### src/verilog/lmd_map.svh
// Offsets, field positions, reset values and timing figures of the LED matrix display link.
`ifndef LMD_MAP_SVH
`define LMD_MAP_SVH
// Core clock rate in MHz.
`define LMD_CLK_MHZ 10
// Length of one column or key-scan slot in microseconds.
`define LMD_SLOT_US 1056
// All-off gap at the start of each column slot in microseconds.
`define LMD_BLANK_US 16
// Blink base tick (quarter of a 1 Hz period) in milliseconds.
`define LMD_BLINK_TICK_MS 250
// Half period of the link clock in core cycles (host end divider).
`define LMD_LNK_HALF 4'h8
// Reset value of the display configuration command byte.
`define LMD_DISP_CFG_RST 8'h80
// Field positions inside the display configuration byte.
`define LMD_CFG_EN 0
`define LMD_CFG_BLINK_LO 1
`define LMD_CFG_BLINK_HI 2
// System configuration oscillator-on bit.
`define LMD_SYS_OSC 0
// Number of display RAM bytes; pointers below this reach display RAM.
`define LMD_RAM_WORDS 7'h10
// Slot index of the key-scan slot in the nine-slot frame.
`define LMD_KEYSCAN_SLOT 4'h8
// Host register word indices on the Avalon-MM slave.
`define LMD_REG_TX 2'h0
`define LMD_REG_STAT 2'h1
// Host transmit register fields.
`define LMD_TX_LAST 8
`define LMD_TX_READ 9
// Host status register fields.
`define LMD_ST_BUSY 0
`define LMD_ST_OPEN 1
`define LMD_ST_RDATA 8
`endif

### src/verilog/lmd_pkg.sv
// Types shared by both ends of the LED matrix display link.
package lmd_pkg;
  // Upper nibble of a command byte.
  typedef enum logic [3:0] {
    LMD_CMD_DPTR = 4'h0,
    LMD_CMD_SYS = 4'h2,
    LMD_CMD_KPTR = 4'h4,
    LMD_CMD_FPTR = 4'h6,
    LMD_CMD_DISP = 4'h8
  } lmd_cmd_e;
  // Host link sequencer states.
  typedef enum logic [1:0] {
    LMD_H_IDLE = 2'b00,
    LMD_H_LOW = 2'b01,
    LMD_H_HIGH = 2'b10,
    LMD_H_CLOSE = 2'b11
  } lmd_hst_e;
endpackage

### src/verilog/lmd_link_if.sv
// Serial link between the host controller and the display device.
`timescale 1ns/1ns
interface lmd_link_if;
  logic lnkClk; // Link clock, made by the host, idles high.
  logic lnkSelN; // Frame select, low for the length of a frame.
  logic lnkH2d; // Host to device data, changed on falling link clock.
  logic lnkD2h; // Device to host data, changed on falling link clock.
  modport host(output lnkClk, output lnkSelN, output lnkH2d, input lnkD2h);
  modport dev(input lnkClk, input lnkSelN, input lnkH2d, output lnkD2h);
endinterface

### src/verilog/lmd_dev_end.sv
// Display end: command decode, display RAM and multiplexed row/column drive.
//
// Overview of operation
// - Display enable bit turns LED output on/off.
// - Display off: rows and columns float.
// - Off during key scan: rows input, columns 0-3 scan.
// - Display byte: 1000, x, two blink bits, enable.
// - Blink field: off, 2Hz, 1Hz, 0.5Hz.
// - Blink rates divide the system clock.
// - Oscillator stays stopped after reset until commanded.
// - Frame timing comes from the system clock.
// - Pointer command, then display bytes stored consecutively.
// - Key data reached through the same pointer.
// - Registers and flag reached through the pointer.
// - Sixteen rows follow RAM of current column.
// - Eight columns sequenced by drive mode.
// - 16x8 display RAM, one means LED on.
// - Column n: even byte rows 0-7, odd 8-15.
// - Nine 1056us slots: eight columns, one key scan.
// - Standby ignores every write except system command; read frames still answer.
// - System byte 0010 nibble, bit 0 starts oscillator.
`timescale 1ns/1ns
`include "lmd_map.svh"
module lmd_dev_end import lmd_pkg::*; #(
  parameter int SLOT_CYC = `LMD_SLOT_US * `LMD_CLK_MHZ,
  parameter int BLINK_TICK_CYC = `LMD_BLINK_TICK_MS * 1000 * `LMD_CLK_MHZ
) (
  // Clock and reset.
  input wire logic core_clk,
  input wire logic rst,
  // Link to the host.
  lmd_link_if.dev lnk,
  // Segment (row) lines, two signals per pin.
  output logic [15:0] segLineOut,
  output logic [15:0] segLineOe,
  // Column drive lines, two signals per pin.
  output logic [7:0] colDriveOut,
  output logic [7:0] colDriveOe
);
  // Gap length in cycles; exact at the core rate, so no rounding is lost.
  localparam int BLANK_CYC = `LMD_BLANK_US * `LMD_CLK_MHZ;
  localparam int SW = $clog2(SLOT_CYC + 1);
  localparam int BW = $clog2(BLINK_TICK_CYC + 1);

  // Two-stage synchronisers for link clock, select and data, in that order.
  logic [2:0] syncA_r;
  logic [2:0] syncB_r;
  logic clkPrev_r; // Previous synchronised link clock, for edge detection.
  logic linkRise; // Rising link clock seen this cycle.
  logic linkFall; // Falling link clock seen this cycle.
  logic linkSel; // Frame in progress.
  logic linkBit; // Synchronised host data bit.

  // Link receive and transmit state.
  logic dirKnown_r, dirKnown_nxt; // First bit of the frame has been taken.
  logic rdFrame_r, rdFrame_nxt; // Frame is a read frame.
  logic cmdSeen_r, cmdSeen_nxt; // First byte of a write frame decoded.
  logic dataOk_r, dataOk_nxt; // A pointer command opened a data phase.
  logic [2:0] bitCnt_r, bitCnt_nxt; // Received bits of the current byte.
  logic [7:0] rxSh_r, rxSh_nxt; // Receive shifter.
  logic [7:0] txSh_r, txSh_nxt; // Transmit shifter.
  logic [2:0] txCnt_r, txCnt_nxt; // Bits still to send of the current byte.
  logic d2h_r, d2h_nxt; // Registered link output.
  logic [6:0] ptr_r, ptr_nxt; // Address pointer.
  logic [7:0] byteVal; // Byte completed by the current bit.
  logic [7:0] rdByte; // Byte at the pointer for reads.

  // Configuration state.
  logic oscOn_r, oscOn_nxt; // System oscillator running; low means standby.
  logic [7:0] dispCfg_r, dispCfg_nxt; // Display configuration byte.

  // Display RAM and its write port.
  logic [7:0] ram_r [16];
  logic ramWe;
  logic [3:0] ramAddr;

  // Frame and blink timing.
  logic [SW-1:0] slotCnt_r, slotCnt_nxt; // Cycle within the current slot.
  logic [3:0] slot_r, slot_nxt; // Slot 0-7 columns, 8 key scan.
  logic [BW-1:0] blinkCnt_r, blinkCnt_nxt; // Divider to the blink base tick.
  logic [2:0] blinkDiv_r, blinkDiv_nxt; // Binary divider of base ticks.

  // Pin drive.
  logic [15:0] segOut_nxt, segOe_nxt;
  logic [7:0] colOut_nxt, colOe_nxt;
  logic [1:0] blinkSel;
  logic blinkOff, keySlot, showing, inGap;
  logic [2:0] col;

  // Synchronisers; only the second stage and the edge flop read further on.
  always_ff @(posedge core_clk or posedge rst) begin
    if (rst) begin
      syncA_r <= 3'h6;
      syncB_r <= 3'h6;
      clkPrev_r <= 1'b1;
    end else begin
      syncA_r <= {lnk.lnkClk, lnk.lnkSelN, lnk.lnkH2d};
      syncB_r <= syncA_r;
      clkPrev_r <= syncB_r[2];
    end
  end

  assign linkRise = syncB_r[2] & ~clkPrev_r;
  assign linkFall = ~syncB_r[2] & clkPrev_r;
  assign linkSel = ~syncB_r[1];
  assign linkBit = syncB_r[0];
  assign byteVal = {rxSh_r[6:0], linkBit};
  // Key data and flag space read as zero; their content belongs to the key scanner.
  assign rdByte = (ptr_r < `LMD_RAM_WORDS) ? ram_r[ptr_r[3:0]] : 8'h00;

  // Link and command logic: computes every next value of the link group.
  always_comb begin
    dirKnown_nxt = dirKnown_r;
    rdFrame_nxt = rdFrame_r;
    cmdSeen_nxt = cmdSeen_r;
    dataOk_nxt = dataOk_r;
    bitCnt_nxt = bitCnt_r;
    rxSh_nxt = rxSh_r;
    txSh_nxt = txSh_r;
    txCnt_nxt = txCnt_r;
    d2h_nxt = d2h_r;
    ptr_nxt = ptr_r;
    oscOn_nxt = oscOn_r;
    dispCfg_nxt = dispCfg_r;
    ramWe = 1'b0;
    ramAddr = ptr_r[3:0];
    if (!linkSel) begin
      // Between frames the frame flags other than rdFrame_r and the bit counters return to the start of a frame.
      dirKnown_nxt = 1'b0;
      cmdSeen_nxt = 1'b0;
      dataOk_nxt = 1'b0;
      bitCnt_nxt = 3'h0;
      txCnt_nxt = 3'h0;
    end else begin
      if (linkRise) begin
        if (!dirKnown_r) begin
          // First bit of a frame selects read or write.
          dirKnown_nxt = 1'b1;
          rdFrame_nxt = linkBit;
        end else if (!rdFrame_r) begin
          rxSh_nxt = byteVal;
          bitCnt_nxt = bitCnt_r + 3'h1;
          if (bitCnt_r == 3'h7) begin
            cmdSeen_nxt = 1'b1;
            if (!cmdSeen_r) begin
              // First byte of a write frame is a command.
              case (byteVal[7:4])
                LMD_CMD_SYS: begin
                  oscOn_nxt = byteVal[`LMD_SYS_OSC];
                end
                LMD_CMD_DISP: begin
                  // Standby refuses it; the don't-care bit is kept but unused.
                  if (oscOn_r) begin
                    dispCfg_nxt = byteVal;
                  end
                end
                LMD_CMD_DPTR, LMD_CMD_KPTR, LMD_CMD_FPTR: begin
                  if (oscOn_r) begin
                    ptr_nxt = byteVal[6:0];
                    dataOk_nxt = 1'b1;
                  end
                end
                default: begin
                  // Dimming, row/interrupt and unknown commands belong elsewhere.
                end
              endcase
            end else if (dataOk_r && oscOn_r) begin
              // Data bytes land at the pointer; key and flag space ignore writes.
              ramWe = (ptr_r < `LMD_RAM_WORDS);
              ptr_nxt = ptr_r + 7'h01;
            end
          end
        end
      end
      if (linkFall && dirKnown_r && rdFrame_r) begin
        if (txCnt_r == 3'h0) begin
          // Start of a byte: fetch at the pointer and move on.
          txSh_nxt = {rdByte[6:0], 1'b0};
          d2h_nxt = rdByte[7];
          ptr_nxt = ptr_r + 7'h01;
          txCnt_nxt = 3'h7;
        end else begin
          d2h_nxt = txSh_r[7];
          txSh_nxt = {txSh_r[6:0], 1'b0};
          txCnt_nxt = txCnt_r - 3'h1;
        end
      end
    end
  end

  // Link and command registers; the oscillator is stopped from reset.
  always_ff @(posedge core_clk or posedge rst) begin
    if (rst) begin
      dirKnown_r <= 1'b0;
      rdFrame_r <= 1'b0;
      cmdSeen_r <= 1'b0;
      dataOk_r <= 1'b0;
      bitCnt_r <= 3'h0;
      rxSh_r <= 8'h00;
      txSh_r <= 8'h00;
      txCnt_r <= 3'h0;
      d2h_r <= 1'b0;
      ptr_r <= 7'h00;
      oscOn_r <= 1'b0;
      dispCfg_r <= `LMD_DISP_CFG_RST;
    end else begin
      dirKnown_r <= dirKnown_nxt;
      rdFrame_r <= rdFrame_nxt;
      cmdSeen_r <= cmdSeen_nxt;
      dataOk_r <= dataOk_nxt;
      bitCnt_r <= bitCnt_nxt;
      rxSh_r <= rxSh_nxt;
      txSh_r <= txSh_nxt;
      txCnt_r <= txCnt_nxt;
      d2h_r <= d2h_nxt;
      ptr_r <= ptr_nxt;
      oscOn_r <= oscOn_nxt;
      dispCfg_r <= dispCfg_nxt;
    end
  end

  // Display RAM; cleared at reset so a blank panel shows before any write.
  always_ff @(posedge core_clk or posedge rst) begin
    if (rst) begin
      for (int i = 0; i < 16; i++) begin
        ram_r[i] <= 8'h00;
      end
    end else if (ramWe) begin
      ram_r[ramAddr] <= byteVal;
    end
  end

  // Frame and blink timing: everything counts core cycles; in standby the slot counters clear and the blink divider holds.
  always_comb begin
    slotCnt_nxt = slotCnt_r;
    slot_nxt = slot_r;
    blinkCnt_nxt = blinkCnt_r;
    blinkDiv_nxt = blinkDiv_r;
    if (!oscOn_r) begin
      // Standby restarts the frame at column 0 when the oscillator comes back.
      slotCnt_nxt = '0;
      slot_nxt = 4'h0;
    end else begin
      if (slotCnt_r == SW'(SLOT_CYC - 1)) begin
        slotCnt_nxt = '0;
        slot_nxt = (slot_r == `LMD_KEYSCAN_SLOT) ? 4'h0 : slot_r + 4'h1;
      end else begin
        slotCnt_nxt = slotCnt_r + SW'(1);
      end
      if (blinkCnt_r == BW'(BLINK_TICK_CYC - 1)) begin
        blinkCnt_nxt = '0;
        blinkDiv_nxt = blinkDiv_r + 3'h1;
      end else begin
        blinkCnt_nxt = blinkCnt_r + BW'(1);
      end
    end
  end

  // Timing registers.
  always_ff @(posedge core_clk or posedge rst) begin
    if (rst) begin
      slotCnt_r <= '0;
      slot_r <= 4'h0;
      blinkCnt_r <= '0;
      blinkDiv_r <= 3'h0;
    end else begin
      slotCnt_r <= slotCnt_nxt;
      slot_r <= slot_nxt;
      blinkCnt_r <= blinkCnt_nxt;
      blinkDiv_r <= blinkDiv_nxt;
    end
  end

  // Blink: bit 0 of the divider toggles at 2 Hz, bit 1 at 1 Hz, bit 2 at 0.5 Hz.
  assign blinkSel = dispCfg_r[`LMD_CFG_BLINK_HI:`LMD_CFG_BLINK_LO];
  assign blinkOff = (blinkSel != 2'b00) && blinkDiv_r[2'(blinkSel - 2'b01)];
  assign keySlot = !oscOn_r || (slot_r == `LMD_KEYSCAN_SLOT);
  assign showing = dispCfg_r[`LMD_CFG_EN] && !blinkOff;
  assign inGap = slotCnt_r < SW'(BLANK_CYC);
  assign col = slot_r[2:0];

  // Rows carry the two bytes of the current column; floating otherwise.
  always_comb begin
    segOut_nxt = {ram_r[{col, 1'b1}], ram_r[{col, 1'b0}]};
    segOe_nxt = {16{!keySlot && showing && !inGap}};
  end

  // Per column: low in its own slot, key-scan lines high outside display slots.
  for (genvar c = 0; c < 8; c++) begin : g_col
    localparam logic KSL = (c < 4);
    assign colOe_nxt[c] = keySlot ? KSL : (showing && !inGap && col == 3'(c));
    assign colOut_nxt[c] = keySlot ? KSL : 1'b0;
  end

  // Pin registers; after reset columns 0-3 sit high and the rest float.
  always_ff @(posedge core_clk or posedge rst) begin
    if (rst) begin
      segLineOut <= 16'h0000;
      segLineOe <= 16'h0000;
      colDriveOut <= 8'h0F;
      colDriveOe <= 8'h0F;
    end else begin
      segLineOut <= segOut_nxt;
      segLineOe <= segOe_nxt;
      colDriveOut <= colOut_nxt;
      colDriveOe <= colOe_nxt;
    end
  end

  assign lnk.lnkD2h = d2h_r;
endmodule // lmd_dev_end

### src/flat_wrapper.sv
// flat-port wrapper written by rule: the top's interface ports become plain ports
module lmd_dev_end_flat import lmd_pkg::*;
#(
  parameter int SLOT_CYC = `LMD_SLOT_US * `LMD_CLK_MHZ,
  parameter int BLINK_TICK_CYC = `LMD_BLINK_TICK_MS * 1000 * `LMD_CLK_MHZ
)
  (core_clk, rst, segLineOut, segLineOe, colDriveOut, colDriveOe, lnk_lnkClk, lnk_lnkSelN, lnk_lnkH2d, lnk_lnkD2h);
  lmd_link_if lnk_i ();
  input wire logic core_clk;
  input wire logic rst;
  output logic [15:0] segLineOut;
  output logic [15:0] segLineOe;
  output logic [7:0] colDriveOut;
  output logic [7:0] colDriveOe;
  input wire logic [$bits(lnk_i.lnkClk)-1:0] lnk_lnkClk;
  input wire logic [$bits(lnk_i.lnkSelN)-1:0] lnk_lnkSelN;
  input wire logic [$bits(lnk_i.lnkH2d)-1:0] lnk_lnkH2d;
  output wire logic [$bits(lnk_i.lnkD2h)-1:0] lnk_lnkD2h;
  assign lnk_i.lnkClk = lnk_lnkClk;
  assign lnk_i.lnkSelN = lnk_lnkSelN;
  assign lnk_i.lnkH2d = lnk_lnkH2d;
  assign lnk_lnkD2h = lnk_i.lnkD2h;
  lmd_dev_end #(.SLOT_CYC(SLOT_CYC), .BLINK_TICK_CYC(BLINK_TICK_CYC)) u_core (.core_clk(core_clk), .rst(rst), .lnk(lnk_i), .segLineOut(segLineOut), .segLineOe(segLineOe), .colDriveOut(colDriveOut), .colDriveOe(colDriveOe));
endmodule
### config.mk
export PLATFORM = sky130hd
export DESIGN_NAME = lmd_dev_end_flat
export DESIGN_NICKNAME = d
export VERILOG_FILES = /design/src/verilog/lmd_pkg.sv /design/src/verilog/lmd_link_if.sv /design/src/verilog/lmd_dev_end.sv /design/src/flat_wrapper.sv
export VERILOG_INCLUDE_DIRS = /design/src /design/src/verilog
export SDC_FILE = /design/constraint.sdc
export NUM_CORES = 1
export LEC_CHECK = 0
export BUFFER_PORTS_ARGS = -buffer_cell sky130_fd_sc_hd__buf_2
export CAP_MARGIN = 25
export CORE_MARGIN = 3
export CORE_UTILIZATION = 50
export DETAILED_ROUTE_END_ITERATION = 8
export HOLD_SLACK_MARGIN = 0.02
export PLACE_DENSITY = 0.72
export SYNTH_ARGS = -nofsm -noshare
export SYNTH_HDL_FRONTEND = slang
export SYNTH_SLANG_ARGS = --single-unit
### constraint.sdc
create_clock -name core_clk -period 6.7 [get_ports core_clk]
set_clock_uncertainty 0.1 [all_clocks]
set_input_delay 0.67 -clock core_clk [delete_from_list [all_inputs] [get_ports core_clk]]
set_output_delay 0.67 -clock core_clk [all_outputs]
set_load 0.005 [all_outputs]
After elaboration in Yosys (flattened, before gate mapping)
Cells that the tools add are included.
{ "classes": {"n_addsub": 8, "magnitude_cmp": 7, "eq_ne": 18, "muxes": 71, "bitwise_logic": 11, "reduce_logical": 42} }
{ "ops": {"columns": ["op", "count"], "rows": [
  ["$bwmux 128", 1],
  ["$bmux 8 s4", 3],
  ["$mux 8", 9],
  ["$mux 7", 10],
  ["$mux 1", 33],
  ["$demux 8 s4", 1],
  ["$mux 14", 2],
  ["$add 22x1->22 const B", 1],
  ["$eq 22x22->1 const B", 1],
  ["$mux 22", 1],
  ["$mux 3", 7],
  ["$logic_and 1x1->1", 17],
  ["$eq 3x3->1 const B", 5],
  ["$ge 5x5->1 const B", 3],
  ["$not 4->5", 3],
  ["$add 14x1->14 const B", 1],
  ["$eq 14x14->1 const B", 1],
  ["$lt 14x8->1 const B", 1],
  ["$reduce_and 7->1", 2],
  ["$reduce_bool 2->1", 7],
  ["$mux 4", 3],
  ["$eq 4x3->1 const B", 2],
  ["$eq 4x4->1 const B", 2],
  ["$reduce_and 4->1", 2],
  ["24 further kinds", 39]
]} }
{ "totals": {"reg_bits": 241, "inputBits": 5, "out_inout_bits": 49} }

Depth between registers and ports, before layout
{ "depth": {"depth_word": 10, "mapped_depth": 9, "mapped_depth_nobuf": 7} }

Least setup slack after synthesis
Ideal clock, no wire load.
{ "synth_path": {"path_type": "flip-flop to flip-flop", "from": "register u_core.ptr_r[1]", "to": "register u_core.ram_r[112] (netlist bit)", "setup_ns": 0.125, "arrival_time_ns": 2.048, "path_slack_ns": 4.428, "stages_incl_launch_ff": 6, "n_path_buf": 1, "synth_period_minus_slack_ns": 2.272, "cell_sequence": "dfrtp_1 -> inv_2 -> buf_1 -> ha_1 -> nand3_1 -> mux2_2"} }
{ "synth_via": {"elab_chain_cells": 8, "elab_cells_between_ends": 15} }
{ "synth_lines": {"columns": ["item", "line", "source"], "rows": [
  ["start: declaration", "lmd_dev_end.sv:64", "logic [6:0] ptr_r, ptr_nxt;"],
  ["start signal: assignment", "lmd_dev_end.sv:216", "ptr_r <= ptr_nxt;"],
  ["$lt 7x5->1 (no source line)", null, null],
  ["$mux 1", "lmd_dev_end.sv:167", "end else if (dataOk_r && oscOn_r) begin"],
  ["$mux 1", "lmd_dev_end.sv:145", "if (!cmdSeen_r) begin"],
  ["$mux 1", "lmd_dev_end.sv:143", "if (bitCnt_r == 3'h7) begin"],
  ["$mux 1", "lmd_dev_end.sv:140", "end else if (!rdFrame_r) begin"],
  ["$mux 1", "lmd_dev_end.sv:136", "if (!dirKnown_r) begin"],
  ["$mux 1", "lmd_dev_end.sv:135", "if (linkRise) begin"],
  ["$mux 1", "lmd_dev_end.sv:127", "if (!linkSel) begin"],
  ["end signal: indexed assignment", "lmd_dev_end.sv:229", "ram_r[ramAddr] <= byteVal;"],
  ["end: declaration", "lmd_dev_end.sv:73", "logic [7:0] ram_r [16];"]
]} }
Parallel ways exist; a longest one is shown, timed or not.
A chain may end at the register's enable or synchronous reset.

Final worst setup path
{ "layout_path": {"from": "register u_core.oscOn_r", "to": "register u_core.ram_r[2] (netlist bit)"} }
{ "layout_via": {"elab_chain_cells": 8} }
{ "layout_lines": {"columns": ["item", "line", "source"], "rows": [
  ["start: declaration", "lmd_dev_end.sv:69", "logic oscOn_r, oscOn_nxt;"],
  ["start signal: assignment", "lmd_dev_end.sv:217", "oscOn_r <= oscOn_nxt;"],
  ["$logic_and 1x1->1", "lmd_dev_end.sv:167", null],
  ["$mux 1", "lmd_dev_end.sv:167", null],
  ["$mux 1", "lmd_dev_end.sv:145", null],
  ["$mux 1", "lmd_dev_end.sv:143", null],
  ["$mux 1", "lmd_dev_end.sv:140", null],
  ["$mux 1", "lmd_dev_end.sv:136", null],
  ["$mux 1", "lmd_dev_end.sv:135", null],
  ["$mux 1", "lmd_dev_end.sv:127", null]
]} }
No other way between the ends.

==> reports/results.ini <==
[route]
drt-vias-per-instance=6.151
routed_wl_mm=27.95
dr.pass1.iters=5
drc=0
num_vias=8033
first_iter_violations=746
wire_per_inst_um=21.40
antenna_left=0

[layout]
layout-drive-gt1-share_pct=34.65
regArea_um2=6021
final_util_pct=57.03
num_antenna_cells=0
layout.cells.non_filler=1306
nets=989
multi_input_comb_area_um2=5713
n_fill_cell=1925
final_area_um2=13550
area_growth_pct=10.91

[sta]
timing.slew.headroom_pct=33.22
grt_setup_unrepaired=no
whs_ns=0.1404
finalCritPeriodShare_pct=45.11
tns_ns=0
max_freq_ghz=0.3309
min_period_ns=3.022
hold_viol_final=0
tightestPinTransition_ns=1.001
slew_viol_final=0
finalSetupViolCount=0

[clock_network]
cts_buffers=27
clkTransAtPathRegs_ns=0.06
h-tree-depth=1
clk_latency_ns=0.54
root_buffer=clkbuf_16
cts_sinks=240
cts_tree=done
cts_buffer_depth=3
cts_setup_buffers=0
cts_resized=0
ctsHoldBuffers=0

[synthesis]
seq_area_frac_synth_pct=49.28
yosysMostFrequentCell=dfrtp_1
synthDistinctLibCells=64
synthCells=956
synth_top_area_cell=dfrtp_1
yosysWarnings=0
syn-cell-area_um2=12210
synth-main-ff-cell=dfrtp_1
synth_async_sr_flop_share_pct=100.0
synth-edff-count=0
yosysTopAreaCellShare_pct=47.13
ys_ff_latch=240
ys_top_cells_by_count=dfrtp_1 (230), mux2_2 (141), nand2_1 (82), mux4_2 (64), nor2_1 (41)
syn_avg_cell_area_um2=12.78
synthTopCellsByArea=dfrtp_1 (47%), mux2_2 (13%), mux4_2 (12%), nand2_1 (2.5%), dfstp_2 (2.2%)

[global_routing]
grt_pass1_vias=7883
grt_max_degree=132
overflow=0
grt_pass1_wl_mm=44.78
antenna_found_initial=0
grt_use_total_pct=21.58

[floorplanning]
initial_utilization_pct=51.42
die_x_um=162.3
design.die.area_um2=26340
rows=56
num_io_pins=54
core_area_um2=23750
die_h_um=162.3

[power]
p_leak_nw=6.177
powerDensity_nw_per_um2=234.0
ir_worst_vdd_v=0.0001717

[setup_path]
r2r_slack_ns=3.68
path_buf_inv=1
cp.required_ns=7.02
r2r_start=u_core.oscOn_r
cp-start-kind=flip-flop
r2r-end=u_core.ram_r[2]
critPathMostFrequentCell=and3_1
critPathTopFamily=simple AND/OR/NAND/NOR gates
crit_type=flip-flop to flip-flop
slowest_delay_ns=0.78
cp_slowest_cell=dfrtp_1
crit_arrival_ns=3.34
path_cells=and3_1, and4_1, buf_8, and3_1, mux2_2
r2r_cells=5
cp_max_fo=23
critPathCaptureType=flip-flop

[min_path]
hp-start=lnk_lnkH2d
hold_end=u_core.syncA_r[0]
hold_path_class=input port to flip-flop
min_delay_path_depth=1

[placed_design]
portBuffers=49
hpwl_mm=17.34
gp_congestion=0.8653
placed_cell_area_um2=12520
dpl.cell_count=1253

[outcome]
status=finished clean

[job]
drv_cap=0

-- area by class of cell --
| cell class | instances | share of cell area [%] |
|---|---|---|
| Clock buffer | 39 | 5.986 |
| Clock inverter | 11 | 1.053 |
| Inverter | 22 | 0.6374 |
| Multi-Input combinational cell | 617 | 42.18 |
| Sequential cell | 240 | 44.45 |
| Tap cell | 319 | 2.947 |
| Timing Repair Buffer | 58 | 2.753 |
-- where the power goes --
group          internal [mW]  switching (mW)  total (mW)
combinational         0.0359          0.0569      0.0928
clock                  0.955           0.596        1.55
sequential              1.48          0.0492        1.53
-- how the worst max path moves through the flow --
stage | from | endpoint | cells after the start
after global routing | u_core.oscOn_r | u_core.ram_r[7] | 5
after detailed placement | u_core.oscOn_r | u_core.ram_r[4] | 4
final | u_core.oscOn_r | u_core.ram_r[2] | 5
after CTS | u_core.oscOn_r | u_core.ram_r[107] | 4
after floorplan | rst | u_core.bitCnt_r[0] | 1
after global placement | u_core.oscOn_r | u_core.ram_r[124] | 4
-- cell usage in the layout, fill, tap and decap left out, drive strengths merged, types with 4 or more instances in the layout --
cell and instances:
a211oi 4, a21oi 21, a32oi 4, and2 6, and3 12, and4 5, buf 58, clkbuf 39
clkinv 5, conb 4, dfrtp 230, dfstp 10, ha 18, inv 22, mux2 148, mux2i 10
mux4 64, nand2 82, nand2b 7, nand3 41, nand3b 5, nand4 14, nor2 41, nor3 12
nor4 5, nor4b 6, o21ai 23, o221ai 8, or3 5, or4 6, xnor2 15, xor2 13
-- sequential cells by signal, indices dropped and copies added, names as in the netlist, 3 cells and up --
| register | flops |
|---|---|
| u_core.segLineOut | 16 |
| u_core.bitCnt_r | 3 |
| u_core.dispCfg_r | 3 |
| u_core.txCnt_r | 3 |
| u_core.slotCnt_r | 14 |
| u_core.ram_r | 128 |
| u_core.rxSh_r | 7 |
| u_core.syncA_r | 3 |
| u_core.txSh_r | 7 |
| u_core.colDriveOe | 8 |
| u_core.blinkCnt_r | 22 |
| u_core.blinkDiv_r | 3 |
| u_core.ptr_r | 7 |
| u_core.syncB_r | 3 |
| u_core.slot_r | 4 |
-- worst reg2reg max path, stage by stage (launching register included) --
cell and delay [ns]:
dfrtp_1 0.78, and3_1 0.28, and4_1 0.54, buf_8 0.25
and3_1 0.55, mux2_2 0.41
-- cell families (layout without fill, tap and decap cells) --
group           after synthesis  in the layout  share of synthesized area [%]
simple gates                262            262                          12.13
mux                         222            222                          26.27
compound gates               83             83                          4.405
flops                       240            240                          49.28
xor+xnor                     28             28                          2.008
other cells                   1              4                        0.03071
fa+ha+maj                    18             18                          1.844
buf+inv                     102            130                          4.037
-- routing by layer --
layer  track usage [%]  vias to the layer above  share of wire, %
li1                  -                     3536                 -
met1             30.76                     4133                43
met2             35.12                      296                48
met3             2.984                       68               6.1
met4             5.933                        0               2.7
met5                 0                        -                 0
-- metrics by stage --
step	setup WS, ns	power, mW
after CTS	3.395	3.197
final	3.678	3.169
after detailed placement	3.428	1.642
after global routing	3.561	3.280
after global placement	3.488	1.640
after floorplan	2.790	1.606
Note: power is estimated with default switching activity, not from simulation.
